--- config.mk ---
export PLATFORM = sky130hd
export DESIGN_NAME = rct_timer
export DESIGN_NICKNAME = d
export VERILOG_FILES = /design/src/logic/rct_pkg.sv /design/src/logic/rct_timer.sv
export VERILOG_INCLUDE_DIRS = /design/src /design/src/logic
export SDC_FILE = /design/constraint.sdc
export NUM_CORES = 1
export LEC_CHECK = 0
export ABC_AREA = 1
export BUFFER_PORTS_ARGS = -buffer_cell sky130_fd_sc_hd__clkbuf_2
export CAP_MARGIN = 5
export CORE_ASPECT_RATIO = 1.25
export CORE_MARGIN = 10
export CORE_UTILIZATION = 30
export CTS_CLUSTER_DIAMETER = 200
export DETAILED_ROUTE_END_ITERATION = 10
export PLACE_DENSITY_LB_ADDON = 0.08
export REMOVE_ABC_BUFFERS = 1
export SLEW_MARGIN = 5
export SYNTH_ARGS = -nofsm -noshare
export SYNTH_HDL_FRONTEND = slang
export SYNTH_SLANG_ARGS = --single-unit
--- constraint.sdc ---
create_clock -name sys_clk -period 3.7 [get_ports sys_clk]
set_input_delay 0.555 -clock sys_clk [delete_from_list [all_inputs] [get_ports sys_clk]]
set_output_delay 0.555 -clock sys_clk [all_outputs]
set_load 0.02 [all_outputs]
--- src/logic/rct_regs.svh ---
// Register offsets, field positions, reset values and divider counts of the
// reload and capture timer.
// Assumes the core's special-function-register bus uses 8-bit addresses.
`ifndef RCT_REGS_SVH
`define RCT_REGS_SVH

// Register addresses on the special-function-register bus.
`define RCT_ADDR_CONTROL 8'hc8
`define RCT_ADDR_RELOAD_LOW 8'hca
`define RCT_ADDR_RELOAD_HIGH 8'hcb
`define RCT_ADDR_COUNT_LOW 8'hcc
`define RCT_ADDR_COUNT_HIGH 8'hcd

// Bit positions inside timer_control.
`define RCT_BIT_HIGH_FLAG 7
`define RCT_BIT_LOW_FLAG 6
`define RCT_BIT_LOW_IRQ_EN 5
`define RCT_BIT_CAPTURE_EN 4
`define RCT_BIT_SPLIT 3
`define RCT_BIT_RUN 2
`define RCT_BIT_CAPTURE_SRC 1
`define RCT_BIT_ALT_CLOCK 0

// Reset values of every register.
`define RCT_RESET_BYTE 8'h00

// Byte wrap points.
`define RCT_BYTE_MAX 8'hff
`define RCT_BYTE_ZERO 8'h00

// Divider end counts: divide by 12 for the core clock, by 8 for the
// external oscillator.
`define RCT_DIV12_LAST 4'hb
`define RCT_DIV8_LAST 3'h7

`endif

--- src/logic/rct_pkg.sv ---
// Types shared by the reload and capture timer.
// Assumes the constants header is compiled alongside.
`default_nettype none

package rct_pkg;

  // Control register fields, laid out as in the register, bit 7 first.
  typedef struct packed {
    logic high_overflow_flag;
    logic low_overflow_flag;
    logic low_byte_irq_enable;
    logic capture_enable;
    logic split_enable;
    logic run_control;
    logic capture_source_select;
    logic alternate_clock_select;
  } rct_ctrl_t;

  // One access on the special-function-register bus.
  typedef struct packed {
    logic wr;
    logic rd;
    logic [7:0] addr;
    logic [7:0] wdata;
  } rct_sfr_req_t;

  // Per-byte clock selects from the shared clock control register.
  typedef struct packed {
    logic high_byte_clock_select;
    logic low_byte_clock_select;
  } rct_clk_sel_t;

endpackage : rct_pkg

`default_nettype wire

--- src/logic/rct_timer.sv ---
// Reload and capture timer: two 8-bit count bytes, reload bytes, control.
// Assumes the core drives the register bus on sys_clk, and that the
// external oscillator, start-of-frame and low-frequency oscillator inputs
// come from other clock domains.
//
// Behaviour
// - Unsplit, no capture: 16-bit count; wrap at 0xFFFF loads reload, sets high flag.
// - Unsplit: interrupt on each 16-bit overflow; low wraps too when low enable set.
// - Split, no capture: two 8-bit timers each reloading from its own reload byte.
// - Unsplit: run gates whole timer; split: run gates only the high byte.
// - Split: byte select 1 uses core clock, else divide-12 or external divide-8.
// - External divide-by-8 tick is synchronised to the core clock before use.
// - Split: high flag on high byte wrap, low flag on low byte wrap.
// - Split: interrupt on high wrap; on either wrap when low enable set.
// - Hardware never clears the overflow flags; software clears them by writing.
// - Low flag sets on every low byte wrap in any mode.
// - Capture source bit: 0 start-of-frame, 1 oscillator falling edge.
// - Capture unsplit: free 16-bit count; event copies counts into reload bytes.
// - Capture split: bytes count independently; event copies both into reloads.
// - Interrupt enabled and high flag set requests the timer service routine.
// - Low reload byte is reload value, or captured low count in capture mode.
// - Unsplit: low byte select chooses clock for the whole timer; high ignored.
// - High reload byte is reload value, or captured high count in capture mode.
`include "rct_regs.svh"
`default_nettype none

module rct_timer (
  // Clock and reset.
  input wire logic sys_clk,
  input wire logic rst,
  // Register bus from the core.
  input wire rct_pkg::rct_sfr_req_t sfr_req,
  output logic [7:0] sfr_rdata,
  // Clock selects held in the shared clock control register.
  input wire rct_pkg::rct_clk_sel_t clk_sel,
  // Timer interrupt enable from the interrupt controller.
  input wire logic timer_irq_enable,
  // Asynchronous event sources.
  input wire logic ext_osc,
  input wire logic usb_sof,
  input wire logic low_frequency_oscillator,
  // Interrupt request level to the interrupt controller.
  output logic irq_request
);

  // Byte arithmetic used for both count bytes.
  function automatic logic rct_wraps(input logic [7:0] b);
    rct_wraps = (b == `RCT_BYTE_MAX);
  endfunction : rct_wraps

  rct_pkg::rct_ctrl_t ctrl;
  rct_pkg::rct_ctrl_t next_ctrl;
  logic [7:0] count_low_byte;
  logic [7:0] count_high_byte;
  logic [7:0] reload_low_byte;
  logic [7:0] reload_high_byte;
  logic [7:0] next_count_low_byte;
  logic [7:0] next_count_high_byte;
  logic [7:0] next_reload_low_byte;
  logic [7:0] next_reload_high_byte;
  logic [7:0] next_sfr_rdata;

  // Synchronisers: three stages each; only stage two feeds stage three.
  logic [2:0] ext_sync;
  logic [2:0] sof_sync;
  logic [2:0] slow_sync;
  logic ext_level;
  logic sof_level;
  logic slow_level;
  logic next_ext_level;
  logic next_sof_level;
  logic next_slow_level;
  logic ext_rise;
  logic sof_strobe;
  logic slow_fall;

  // Dividers.
  logic [3:0] div12_cnt;
  logic [3:0] next_div12_cnt;
  logic [2:0] div8_cnt;
  logic [2:0] next_div8_cnt;
  logic div12_tick;
  logic div8_tick;
  logic alt_tick;

  // Count enables and events.
  logic low_tick;
  logic high_tick;
  logic low_wrap;
  logic high_wrap;
  logic capture_event;
  logic sw_ctrl;
  logic sw_rl;
  logic sw_rh;
  logic sw_cl;
  logic sw_ch;

  // Synchroniser flops for the three foreign inputs.
  always_ff @(posedge sys_clk or posedge rst)
  begin
    if (rst)
    begin
      ext_sync <= 3'h0;
      sof_sync <= 3'h0;
      slow_sync <= 3'h0;
    end
    else
    begin
      ext_sync <= {ext_sync[1:0], ext_osc};
      sof_sync <= {sof_sync[1:0], usb_sof};
      slow_sync <= {slow_sync[1:0], low_frequency_oscillator};
    end
  end

  // A level is accepted only once stages two and three agree, so a
  // metastable first stage never reaches an edge detector.
  always_comb
  begin
    next_ext_level = (ext_sync[1] == ext_sync[2]) ? ext_sync[2] : ext_level;
    next_sof_level = (sof_sync[1] == sof_sync[2]) ? sof_sync[2] : sof_level;
    next_slow_level = (slow_sync[1] == slow_sync[2]) ? slow_sync[2] : slow_level;
    ext_rise = next_ext_level & ~ext_level;
    sof_strobe = next_sof_level & ~sof_level;
    slow_fall = ~next_slow_level & slow_level;
  end

  // Accepted levels, the reference for edge detection.
  always_ff @(posedge sys_clk or posedge rst)
  begin
    if (rst)
    begin
      ext_level <= 1'b0;
      sof_level <= 1'b0;
      slow_level <= 1'b0;
    end
    else
    begin
      ext_level <= next_ext_level;
      sof_level <= next_sof_level;
      slow_level <= next_slow_level;
    end
  end

  // Dividers produce one-cycle enables; the external one counts
  // synchronised rising edges, so its rate is limited to under a quarter
  // of sys_clk.
  always_comb
  begin
    div12_tick = (div12_cnt == `RCT_DIV12_LAST);
    next_div12_cnt = div12_tick ? 4'h0 : div12_cnt + 4'h1;
    div8_tick = ext_rise && (div8_cnt == `RCT_DIV8_LAST);
    next_div8_cnt = ext_rise ? div8_cnt + 3'h1 : div8_cnt;
  end

  // Divider state.
  always_ff @(posedge sys_clk or posedge rst)
  begin
    if (rst)
    begin
      div12_cnt <= 4'h0;
      div8_cnt <= 3'h0;
    end
    else
    begin
      div12_cnt <= next_div12_cnt;
      div8_cnt <= next_div8_cnt;
    end
  end

  // Clock and run selection for each byte.
  always_comb
  begin
    alt_tick = ctrl.alternate_clock_select ? div8_tick : div12_tick;
    if (ctrl.split_enable)
    begin
      low_tick = clk_sel.low_byte_clock_select ? 1'b1 : alt_tick;
      high_tick = ctrl.run_control
        && (clk_sel.high_byte_clock_select ? 1'b1 : alt_tick);
    end
    else
    begin
      // The high byte select is ignored here.
      low_tick = ctrl.run_control
        && (clk_sel.low_byte_clock_select ? 1'b1 : alt_tick);
      high_tick = low_tick && rct_wraps(count_low_byte);
    end
    low_wrap = low_tick && rct_wraps(count_low_byte);
    high_wrap = high_tick && rct_wraps(count_high_byte);
    capture_event = ctrl.capture_enable
      && (ctrl.capture_source_select ? slow_fall : sof_strobe);
  end

  // Register write strobes.
  always_comb
  begin
    sw_ctrl = sfr_req.wr && (sfr_req.addr == `RCT_ADDR_CONTROL);
    sw_rl = sfr_req.wr && (sfr_req.addr == `RCT_ADDR_RELOAD_LOW);
    sw_rh = sfr_req.wr && (sfr_req.addr == `RCT_ADDR_RELOAD_HIGH);
    sw_cl = sfr_req.wr && (sfr_req.addr == `RCT_ADDR_COUNT_LOW);
    sw_ch = sfr_req.wr && (sfr_req.addr == `RCT_ADDR_COUNT_HIGH);
  end

  // Counting, reloading and capture; software writes are applied last so
  // that they win over a hardware update in the same cycle.
  always_comb
  begin
    next_count_low_byte = count_low_byte;
    next_count_high_byte = count_high_byte;
    next_reload_low_byte = reload_low_byte;
    next_reload_high_byte = reload_high_byte;
    if (low_tick)
    begin
      next_count_low_byte = count_low_byte + 8'h01;
    end
    if (high_tick)
    begin
      next_count_high_byte = count_high_byte + 8'h01;
    end
    if (!ctrl.capture_enable)
    begin
      if (ctrl.split_enable)
      begin
        if (low_wrap)
        begin
          next_count_low_byte = reload_low_byte;
        end
        if (high_wrap)
        begin
          next_count_high_byte = reload_high_byte;
        end
      end
      else if (high_wrap)
      begin
        next_count_low_byte = reload_low_byte;
        next_count_high_byte = reload_high_byte;
      end
    end
    else if (capture_event)
    begin
      // Free-running counts wrap to zero; only the event copies them.
      next_reload_low_byte = count_low_byte;
      next_reload_high_byte = count_high_byte;
    end
    if (sw_cl)
    begin
      next_count_low_byte = sfr_req.wdata;
    end
    if (sw_ch)
    begin
      next_count_high_byte = sfr_req.wdata;
    end
    if (sw_rl)
    begin
      next_reload_low_byte = sfr_req.wdata;
    end
    if (sw_rh)
    begin
      next_reload_high_byte = sfr_req.wdata;
    end
  end

  // Control register: software writes every bit, then hardware sets the
  // flags on top, so an event never falls between a read and a clear.
  always_comb
  begin
    next_ctrl = ctrl;
    if (sw_ctrl)
    begin
      next_ctrl = rct_pkg::rct_ctrl_t'(sfr_req.wdata);
    end
    if (high_wrap || capture_event)
    begin
      next_ctrl.high_overflow_flag = 1'b1;
    end
    if (low_wrap)
    begin
      next_ctrl.low_overflow_flag = 1'b1;
    end
  end

  // Read data is registered so the core sees a stable byte.
  always_comb
  begin
    next_sfr_rdata = sfr_rdata;
    if (sfr_req.rd)
    begin
      unique case (sfr_req.addr)
        `RCT_ADDR_CONTROL: next_sfr_rdata = ctrl;
        `RCT_ADDR_RELOAD_LOW: next_sfr_rdata = reload_low_byte;
        `RCT_ADDR_RELOAD_HIGH: next_sfr_rdata = reload_high_byte;
        `RCT_ADDR_COUNT_LOW: next_sfr_rdata = count_low_byte;
        `RCT_ADDR_COUNT_HIGH: next_sfr_rdata = count_high_byte;
        default: next_sfr_rdata = 8'h00;
      endcase
    end
  end

  // Timer state.
  always_ff @(posedge sys_clk or posedge rst)
  begin
    if (rst)
    begin
      ctrl <= rct_pkg::rct_ctrl_t'(`RCT_RESET_BYTE);
      count_low_byte <= `RCT_RESET_BYTE;
      count_high_byte <= `RCT_RESET_BYTE;
      reload_low_byte <= `RCT_RESET_BYTE;
      reload_high_byte <= `RCT_RESET_BYTE;
      sfr_rdata <= 8'h00;
    end
    else
    begin
      ctrl <= next_ctrl;
      count_low_byte <= next_count_low_byte;
      count_high_byte <= next_count_high_byte;
      reload_low_byte <= next_reload_low_byte;
      reload_high_byte <= next_reload_high_byte;
      sfr_rdata <= next_sfr_rdata;
    end
  end

  // Request is a level built from the sticky flags; it stays up until
  // software clears the flag, since servicing never clears it.
  assign irq_request = timer_irq_enable
    && (ctrl.high_overflow_flag
        || (ctrl.low_overflow_flag && ctrl.low_byte_irq_enable));

endmodule : rct_timer

`default_nettype wire

==> Word-level counts from Yosys, hierarchy flattened <==
Index checks and enable logic that the tools add are counted.
{ "op_classes": {"n_addsub": 4, "mul": 0, "n_div": 0, "n_lt_le_gt_ge": 0, "eq_ne": 12, "n_shift": 0, "muxes": 30, "n_bitwise": 6, "n_reduce_logical": 24} }
{ "ops": {"columns": ["operator", "n"], "rows": [
  ["$mux W8", 17],
  ["$eq A8 B8 Y1 const B", 7],
  ["$pmux W8 S5", 1],
  ["$add A8 B1 Y8 const B", 2],
  ["$logic_and A1 B1 Y1", 14],
  ["$reduce_bool A2 Y1", 6],
  ["$mux W1", 11],
  ["$add A4 B1 Y4 const B", 1],
  ["$eq A4 B4 Y1 const B", 1],
  ["$mux W4", 1],
  ["$reduce_and A2 Y1", 2],
  ["$add A3 B1 Y3 const B", 1],
  ["$and A1 B1 Y1", 3],
  ["$eq A1 B1 Y1", 3],
  ["$eq A3 B3 Y1 const B", 1],
  ["$not A1 Y1", 3],
  ["$logic_or A1 B1 Y1", 2]
]} }
{ "word_totals": {"regBits": 67, "latch_bits": 0, "mem_bits_rw": 0, "rom_bits": 0, "inputBits": 26, "out_inout_bits": 9, "elab_cells": 97, "mem_count": 0} }

==> Longest topological paths before layout <==
Gate-level depths: netlist of the first run.
{ "logic_depth": {"depth_word": 14, "ltp_mapped": 16, "ltp_nobuf": 15} }

==> Worst setup path after synthesis of the first run <==
OpenSTA, ideal clock, no wires.
{ "synth_path": {"path_kind": "reg-to-reg", "startpoint": "register div8_cnt[0]", "endpoint": "register count_low_byte[5]", "setup_time_ns": 0.118, "arrival_ns": 1.617, "required_time_ns": 3.582, "path_slack_ns": 1.965, "path_stages_with_launch": 16, "n_path_buf": 1, "period_less_slack_ns": 1.735, "cell_sequence": "dfrtp_1 > ha_1 > ha_1 > nand2_1 > inv_1 > nand2_2 > nand3_2 > nand2_1 > inv_1 > buf_4 > nand2_1 > o21ai_0 > inv_1 > nand2_1 > nand3_1 > nand2_1"} }
{ "synth_between": {"elab_chain_cells": 12, "elab_cells_between_ends": 18, "cone_classes": "1 x eq/ne; 11 x mux; 6 x reduce/logical"} }
{ "synth_lines": {"columns": ["item", "line_no", "rtl"], "rows": [
  ["start: declaration", "rct_timer.sv:80", "logic [2:0] div8_cnt;"],
  ["start signal: assignment", "rct_timer.sv:166", "div8_cnt <= next_div8_cnt;"],
  ["$eq A3 B3 Y1 (no line) *", null, null],
  ["$logic_and A1 B1 Y1 *", "rct_timer.sv:151", "div8_tick = ext_rise && (div8_cnt == `RCT_DIV8_LAST);"],
  ["$mux W1 *", "rct_timer.sv:173", "alt_tick = ctrl.alternate_clock_select ? div8_tick : div12_tick;"],
  ["$mux W1", "rct_timer.sv:176, rct_timer.sv:184", null],
  ["$logic_and A1 B1 Y1", "rct_timer.sv:184", "&& (clk_sel.low_byte_clock_select ? 1'b1 : alt_tick);"],
  ["$logic_and A1 B1 Y1", "rct_timer.sv:185", "high_tick = low_tick && rct_wraps(count_low_byte);"],
  ["$mux W1", "rct_timer.sv:174", "if (ctrl.split_enable)"],
  ["$logic_and A1 B1 Y1", "rct_timer.sv:188", "high_wrap = high_tick && rct_wraps(count_high_byte);"],
  ["$mux W8", "rct_timer.sv:232", "else if (high_wrap)"],
  ["$mux W8", "rct_timer.sv:221", "if (ctrl.split_enable)"],
  ["$mux W8 *", "rct_timer.sv:219", "if (!ctrl.capture_enable)"],
  ["$mux W8 *", "rct_timer.sv:244", "if (sw_cl)"],
  ["via next_count_low_byte[5]", "rct_timer.sv:57", "logic [7:0] next_count_low_byte;"],
  ["end signal: assignment", "rct_timer.sv:304", "count_low_byte <= `RCT_RESET_BYTE;"],
  ["end signal: assignment", "rct_timer.sv:313", "count_low_byte <= next_count_low_byte;"],
  ["end: declaration", "rct_timer.sv:53", "logic [7:0] count_low_byte;"]
]} }
Mark *: on every way through the listed nets, which the timed path passes. The rest lies on a longest branch.
A chain may end at the register's enable or synchronous reset.

==> Final worst setup path of the first run <==
{ "layout_path": {"startpoint": "register div8_cnt[0]", "endpoint": "register count_low_byte[4]"} }
The elaborated chain is that of the path after synthesis.

==> flow_metrics.py, run 1 <==
metrics = {
    "worst_setup_path": {
        "cp_max_fo": 11,
        "crit_family": "simple AND/OR/NAND/NOR gates",
        "path_class": "reg2reg",
        "startpoint_type": "flip-flop",
        "cpMostUsedCell": "nand2_1",
        "cp-end-kind": "flip-flop",
        "crit_slowest_cell": "dfrtp_1",
        "critical_path.cell_chain": "ha_1, ha_1, nand2_1, inv_1, nand2_2, nand3_2, nand2_1, inv_1, nand3_1, nand2_1, inv_1, nand2_1, nand3_1, nand2_1",
        "cp.required_ns": 3.92,
        "critPathArrivalTime_ns": 2.21,
        "worst_path_largest_cell_delay_ns": 0.40,
        "worst-path-buf-inv": 3,
    },
    "global_routing": {
        "grt_max_degree": 35,
        "overflow": 0,
        "grt_pass1_wl_mm": 19.51,
        "track_usage_pct": 14.35,
        "grt_pass1_vias": 3402,
        "antenna_found_initial": 0,
    },
    "sta": {
        "finalSetupViolations": 0,
        "max-slew-margin-rel_pct": 49.21,
        "fmax_ghz": 0.5024,
        "worst_slew_pin_slew_ns": 0.7607,
        "hold_viol": 0,
        "period_needed_ns": 1.990,
        "clock_skew_ns": 0.006239,
        "drv_slew": 0,
        "min_period_over_period_pct": 53.80,
        "rsz0062_at_grt": "false",
        "fin_setup_tns_ns": 0,
    },
    "clock_network": {
        "clkTransAtPathRegs_ns": 0.06,
        "clkLatencyLatePin_ns": 0.33,
        "clockRootBuffer": "clkbuf_16",
        "cts_tree": "yes",
        "cts.sinks": 67,
        "hold_buffers": 0,
        "cts_resized": 0,
        "cts_buffers": 9,
        "cts_max_level": 3,
        "clk_path_buf_depth": 2,
        "post_cts_buffers": 0,
    },
    "layout": {
        "area_delta_synth_final_pct": 17.37,
        "multi_input_area_um2": 1831,
        "antenna_cells": 0,
        "regArea_um2": 1677,
        "final_cell_count_no_fill": 720,
        "layout-drive-gt1-share_pct": 15.40,
        "layout.nets": 578,
        "filler_cell_count": 1353,
    },
    "power": {
        "peakVddDrop_mv": 0.2648,
        "leakage_uw": 0.002246,
        "powerDensity_nw_per_um2": 524.0,
    },
    "floorplanning": {
        "die-area_um2": 17690,
        "design.core.area_um2": 12600,
        "die_y_um": 146.2,
        "start_util_pct": 30.35,
        "die_w_um": 121.0,
        "ios": 35,
        "core.rowCount": 46,
    },
    "detailed_routing": {
        "vias": 3418,
        "wl_per_cell_um": 17.07,
        "drt_wl_total_mm": 12.29,
        "dr.pass1.iters": 7,
        "drcViolationCount": 0,
        "drt_iter0_drc": 180,
        "viasPerCell": 4.747,
        "ant_nets": 0,
    },
    "logic_synthesis": {
        "yosysWarningCount": 0,
        "synth_top_cell_by_area": "dfrtp_1",
        "synthTopCellsByArea": "dfrtp_1 44%, nand2_1 15%, inv_1 6.7%, o21ai_0 6.3%, nand3_1 5.5%",
        "ys_ff_latch": 67,
        "syn_inst": 507,
        "synth_area_um2": 3825,
        "synth_edf_count": 0,
        "synth_cell_types": 38,
        "synth_flop_cell": "dfrtp_1",
        "syn_avg_cell_area_um2": 7.544,
        "ys_async_sr_fraction_pct": 100.0,
        "yosysSeqAreaShare_pct": 43.83,
        "synth_top_area_share_pct": 43.83,
    },
    "run_status": {
        "status": "finished, final reports clean",
    },
    "hold_path": {
        "min_path_type": "in2reg",
    },
    "placement": {
        "dp.cells": 704,
        "portBuffers": 34,
        "dp_hpwl_mm": 9.473,
        "gp_congestion": 0.8696,
    },
    "flow_run": {
        "maxCapViolations": 0,
    },
}
## where the power goes
group / switching (uW) / internal (uW)
registers: 125 / 849
logic: 334 / 176
clock network: 329 / 540
total: 788 / 1560
## metal layers
layer | wire [um] | vias to the layer above | track usage, % | part of all wire (%)
met5 | 0 | - | 0 | 0
met4 | 188 | 0 | 4.716 | 1.5
met3 | 460 | 9 | 2.971 | 3.7
met2 | 6394 | 73 | 24.56 | 52
met1 | 5244 | 1628 | 17.33 | 43
li1 | - | 1708 | - | -
## synth_stat cells, types with 2 or more instances
master,instances
nand3_2,3
nor3_1,8
o211ai_1,2
o21ai_0,48
xor2_1,11
buf_2,6
inv_2,5
a21oi_1,3
inv_1,68
nor2_1,28
o22ai_1,8
nand2_2,6
a31oi_1,2
ha_1,5
nand3_1,42
nor3_4,3
dfrtp_1,67
nand2_4,5
nand2_1,157
nand4_1,3
o21ai_1,10
## worst register-to-register path: cells and delay by family, from the launching register on
| kind | cells | cell delay (ns) |
|---|---|---|
| fa+ha+maj | 2 | 0.39 |
| buf+inv | 3 | 0.29 |
| flops | 1 | 0.40 |
| simple gates | 9 | 0.78 |
## area by class of cell
| type | instances | area share, % |
|---|---|---|
| Multi-Input combinational cell | 357 | 40.77 |
| Tap cell | 168 | 4.682 |
| Clock buffer | 12 | 5.491 |
| Sequential cell | 67 | 37.35 |
| Timing Repair Buffer | 37 | 4.292 |
| Clock inverter | 4 | 1.115 |
| Inverter | 75 | 6.299 |
## state kept, by name, summed over array words and instances, names as in the netlist, 3 cells and up
name and cells:
sfr_rdata 8, sof_sync 3, reload_high_byte 8, div12_cnt 4, count_high_byte 8, div8_cnt 3
ctrl 8, slow_sync 3, ext_sync 3, reload_low_byte 8, count_low_byte 8
## placed cells by master (no fill, tap or decap), drive strengths merged
cell and n:
o22ai 8, o2111ai 1, a31oi 2, nand4 5, nor3 12, nand3 46, buf 3, nand2 168
dfrtp 67, or2 1, maj3 1, nor2 30, bufinv 1, clkbuf 46, a21oi 4, o21ai 58
ha 5, clkinv 3, xor2 11, a21boi 1, o211ai 2, clkinvlp 2, inv 73, nor4 2
## final timing paths
path / startpoint / cells past startpoint / to / slack, ns
min in group asynchronous: rst / 2 / div12_cnt[1]$_DFF_PP0_ / 0.34
max in group asynchronous: rst / 3 / count_low_byte[6]$_DFF_PP0_ / 2.60
max reg2reg: div8_cnt[0]$_DFFE_PP0P_ / 14 / count_low_byte[4]$_DFF_PP0_ / 1.71
min: ext_osc / 1 / ext_sync[0]$_DFF_PP0_ / 0.32
max: div8_cnt[0]$_DFFE_PP0P_ / 14 / count_low_byte[4]$_DFF_PP0_ / 1.71
min reg2reg: slow_sync[0]$_DFF_PP0_ / 0 / slow_sync[1]$_DFF_PP0_ / 0.35
## logic make-up (layout without fill, tap and decap cells)
group | after synthesis | in the layout | synth area share (%)
AOI/OAI and AO/OA | 76 | 76 | 10.86
xor gates and xnor gates | 11 | 11 | 2.519
adders and majority gates | 6 | 6 | 1.897
buffers and inverters | 83 | 128 | 8.472
DFF | 67 | 67 | 43.83
and+or+nand+nor | 264 | 264 | 32.42
## through the flow
stage | hold slack, ns | setup slack, ns | cell area, um^2 | total power, uW | utilization (%)
2_1_floorplan | 0.3312 | 1.462 | 3784 | 1305 | -
3_3_place_gp | 0.3390 | 1.538 | 4187 | 1491 | 33.21
3_5_place_dp | 0.3364 | 1.478 | 4187 | 1500 | 33.21
4_1_cts | 0.3163 | 1.694 | 4483 | 2380 | 35.57
5_1_grt | 0.3118 | 1.495 | 4489 | 2503 | 35.62
6_report | 0.3247 | 1.710 | 4489 | 2352 | 35.62
No activity file was read; power rests on OpenSTA's default activity.
==> inputs of run 2 (changes only) <==
Clock period 3.7 ns to 1.88 ns, I/O delays scaled along.
==> run 2 against run 1 <==
Effect of this change:
- fmax is 7.8% higher
- clock skew is 0.0019 ns higher
- via count is 2.7% higher
- die area stayed put
- first-iteration DRC count is 42% higher
==> flow_metrics.py, run 2 (same netlist as run 1, synthesis figures left out) <==
metrics = {
    "layout": {
        "filler_cell_count": 1315,
        "regArea_um2": 1677,
        "layout-drive-gt1-share_pct": 21.51,
        "finalInstanceArea_um2": 4835,
        "final_cell_mix": "151 x nand2_1, 67 x dfrtp_1, 66 x inv_1",
        "final_util_pct": 38.36,
        "multi_input_area_um2": 1918,
        "antenna_cells": 0,
        "area_delta_synth_final_pct": 26.40,
        "layout_commonest_cell": "nand2_1",
        "layout.nets": 608,
    },
    "floorplanning": {
        "die-area_um2": 17690,
        "start_util_pct": 30.35,
        "ios": 35,
        "die_y_um": 146.2,
        "design.core.area_um2": 12600,
        "die_w_um": 121.0,
        "core.rowCount": 46,
    },
    "power": {
        "leakage_uw": 0.002415,
        "powerDensity_nw_per_um2": 993.1,
        "peakVddDrop_mv": 0.3611,
    },
    "clock_network": {
        "clockRootBuffer": "clkbuf_16",
        "clkLatencyLatePin_ns": 0.33,
        "cts_tree": "yes",
        "cts_buffers": 9,
        "hold_buffers": 0,
        "cts.sinks": 67,
        "clk_path_buf_depth": 2,
        "clkTransAtPathRegs_ns": 0.06,
        "cts_max_level": 3,
    },
    "detailed_routing": {
        "drcViolationCount": 0,
        "drt_iter0_drc": 255,
        "ant_nets": 0,
        "vias": 3511,
        "wl_per_cell_um": 16.30,
        "dr.pass1.iters": 4,
        "drt_wl_total_mm": 12.21,
        "viasPerCell": 4.688,
    },
    "sta": {
        "min_period_over_period_pct": 98.18,
        "fmax_ghz": 0.5418,
        "worst_slew_pin_slew_ns": 0.5177,
        "finalSetupViolations": 0,
        "period_needed_ns": 1.846,
        "max-slew-margin-rel_pct": 65.40,
        "rsz0062_at_grt": "true",
        "hold_viol": 0,
        "drv_slew": 0,
        "clock_skew_ns": 0.008126,
    },
    "run_status": {
        "status": "finished, final reports clean",
    },
    "placement": {
        "place_area_um2": 4392,
        "gp_congestion": 0.8584,
        "dp_hpwl_mm": 9.396,
        "portBuffers": 34,
    },
    "global_routing": {
        "grt_pass1_wl_mm": 19.31,
        "track_usage_pct": 14.01,
        "grt_pass1_vias": 3485,
        "overflow": 0,
        "grt_max_degree": 68,
        "antenna_found_initial": 0,
    },
    "worst_setup_path": {
        "critPathArrivalTime_ns": 2.07,
        "path_class": "reg2reg",
        "cp-end-kind": "flip-flop",
        "startpoint_type": "flip-flop",
        "r2r_cells": 14,
        "cp.required_ns": 2.10,
        "r2r_slack_ns": 0.03,
        "cp_max_fo": 7,
    },
    "hold_path": {
        "min_path_type": "in2async",
    },
    "flow_run": {
        "maxCapViolations": 0,
    },
}
[run 2: cell count changes in the layout (fill, tap and decap cells not counted), sizes merged]
cell	delta
buf	+29
clkinvlp	-2
clkbuf	+1
clkinv	-1
inv	+1
nand2	+1
[run 2: final timing paths]
kind / to / startpoint
max: count_low_byte[6]$_DFF_PP0_ / div8_cnt[1]$_DFFE_PP0P_
min: ctrl[7]$_DFFE_PP0P_ / rst
max reg2reg: count_low_byte[6]$_DFF_PP0_ / div8_cnt[1]$_DFFE_PP0P_
min reg2reg: ext_sync[1]$_DFF_PP0_ / ext_sync[0]$_DFF_PP0_
max in group asynchronous: count_high_byte[6]$_DFF_PP0_ / rst
min in group sys_clk: slow_sync[0]$_DFF_PP0_ / low_frequency_oscillator
[run 2: area by class of cell]
class                   count  share of cell area [%]
inverters                  75                   5.927
repair buffers             66                   9.265
multi-input cells         358                   39.67
well taps                 168                   4.348
clock buffers              13                   5.383
clock inverters             2                  0.7246
flip-flops and latches     67                   34.68
[run 2: power breakdown]
group | internal, uW | total [uW] | switching [uW]
Combinational | 511 | 1290 | 779
Clock | 1090 | 1690 | 600
Sequential | 1670 | 1820 | 148
Total | 3270 | 4800 | 1530
[run 2: worst max-delay path, cell delays in order (launching register included)]
cell,delay [ns]
dfrtp_1,0.38
ha_2,0.18
ha_2,0.16
nand2_1,0.06
inv_1,0.04
nand2_2,0.08
nand3_4,0.09
nand2_4,0.13
nand2_8,0.08
nand3_4,0.14
nand2_8,0.09
nand2_8,0.11
nand2_1,0.05
nand3_1,0.07
nand2_1,0.06
[run 2: stage by stage]
step / power (uW) / hold WS, ns / setup TNS, ns / worst slack (ns) / instances
floorplan: 2568 / 0.3134 / -5.706 / -0.08516 / 499
global placement: 3044 / 0.3391 / -0.2761 / -0.06560 / 728
detailed placement: 3048 / 0.3386 / -0.2755 / -0.07488 / 728
CTS: 4777 / 0.03008 / 0 / 0.003624 / 743
global route: 5128 / 0.04721 / -0.5775 / -0.06833 / 749
finish: 4801 / 0.01317 / 0 / 0.03414 / 749
[run 2: what timing repair did]
item	in CTS	in global routing
gates cloned	0	1
pin swaps	0	9
setup endpoints to repair	5	16
resized for setup	1	20
buffers inserted	0	5
[run 2: per-layer routing]
metal / global-route usage, % / part of all wire [%] / wire [um] / vias to the layer above
li1: - / - / - / 1768
met1: 16.12 / 41 / 5045 / 1650
met2: 24.65 / 52 / 6347 / 73
met3: 2.546 / 4.8 / 590 / 20
met4: 5.744 / 1.8 / 223 / 0
met5: 0 / 0 / 0 / -
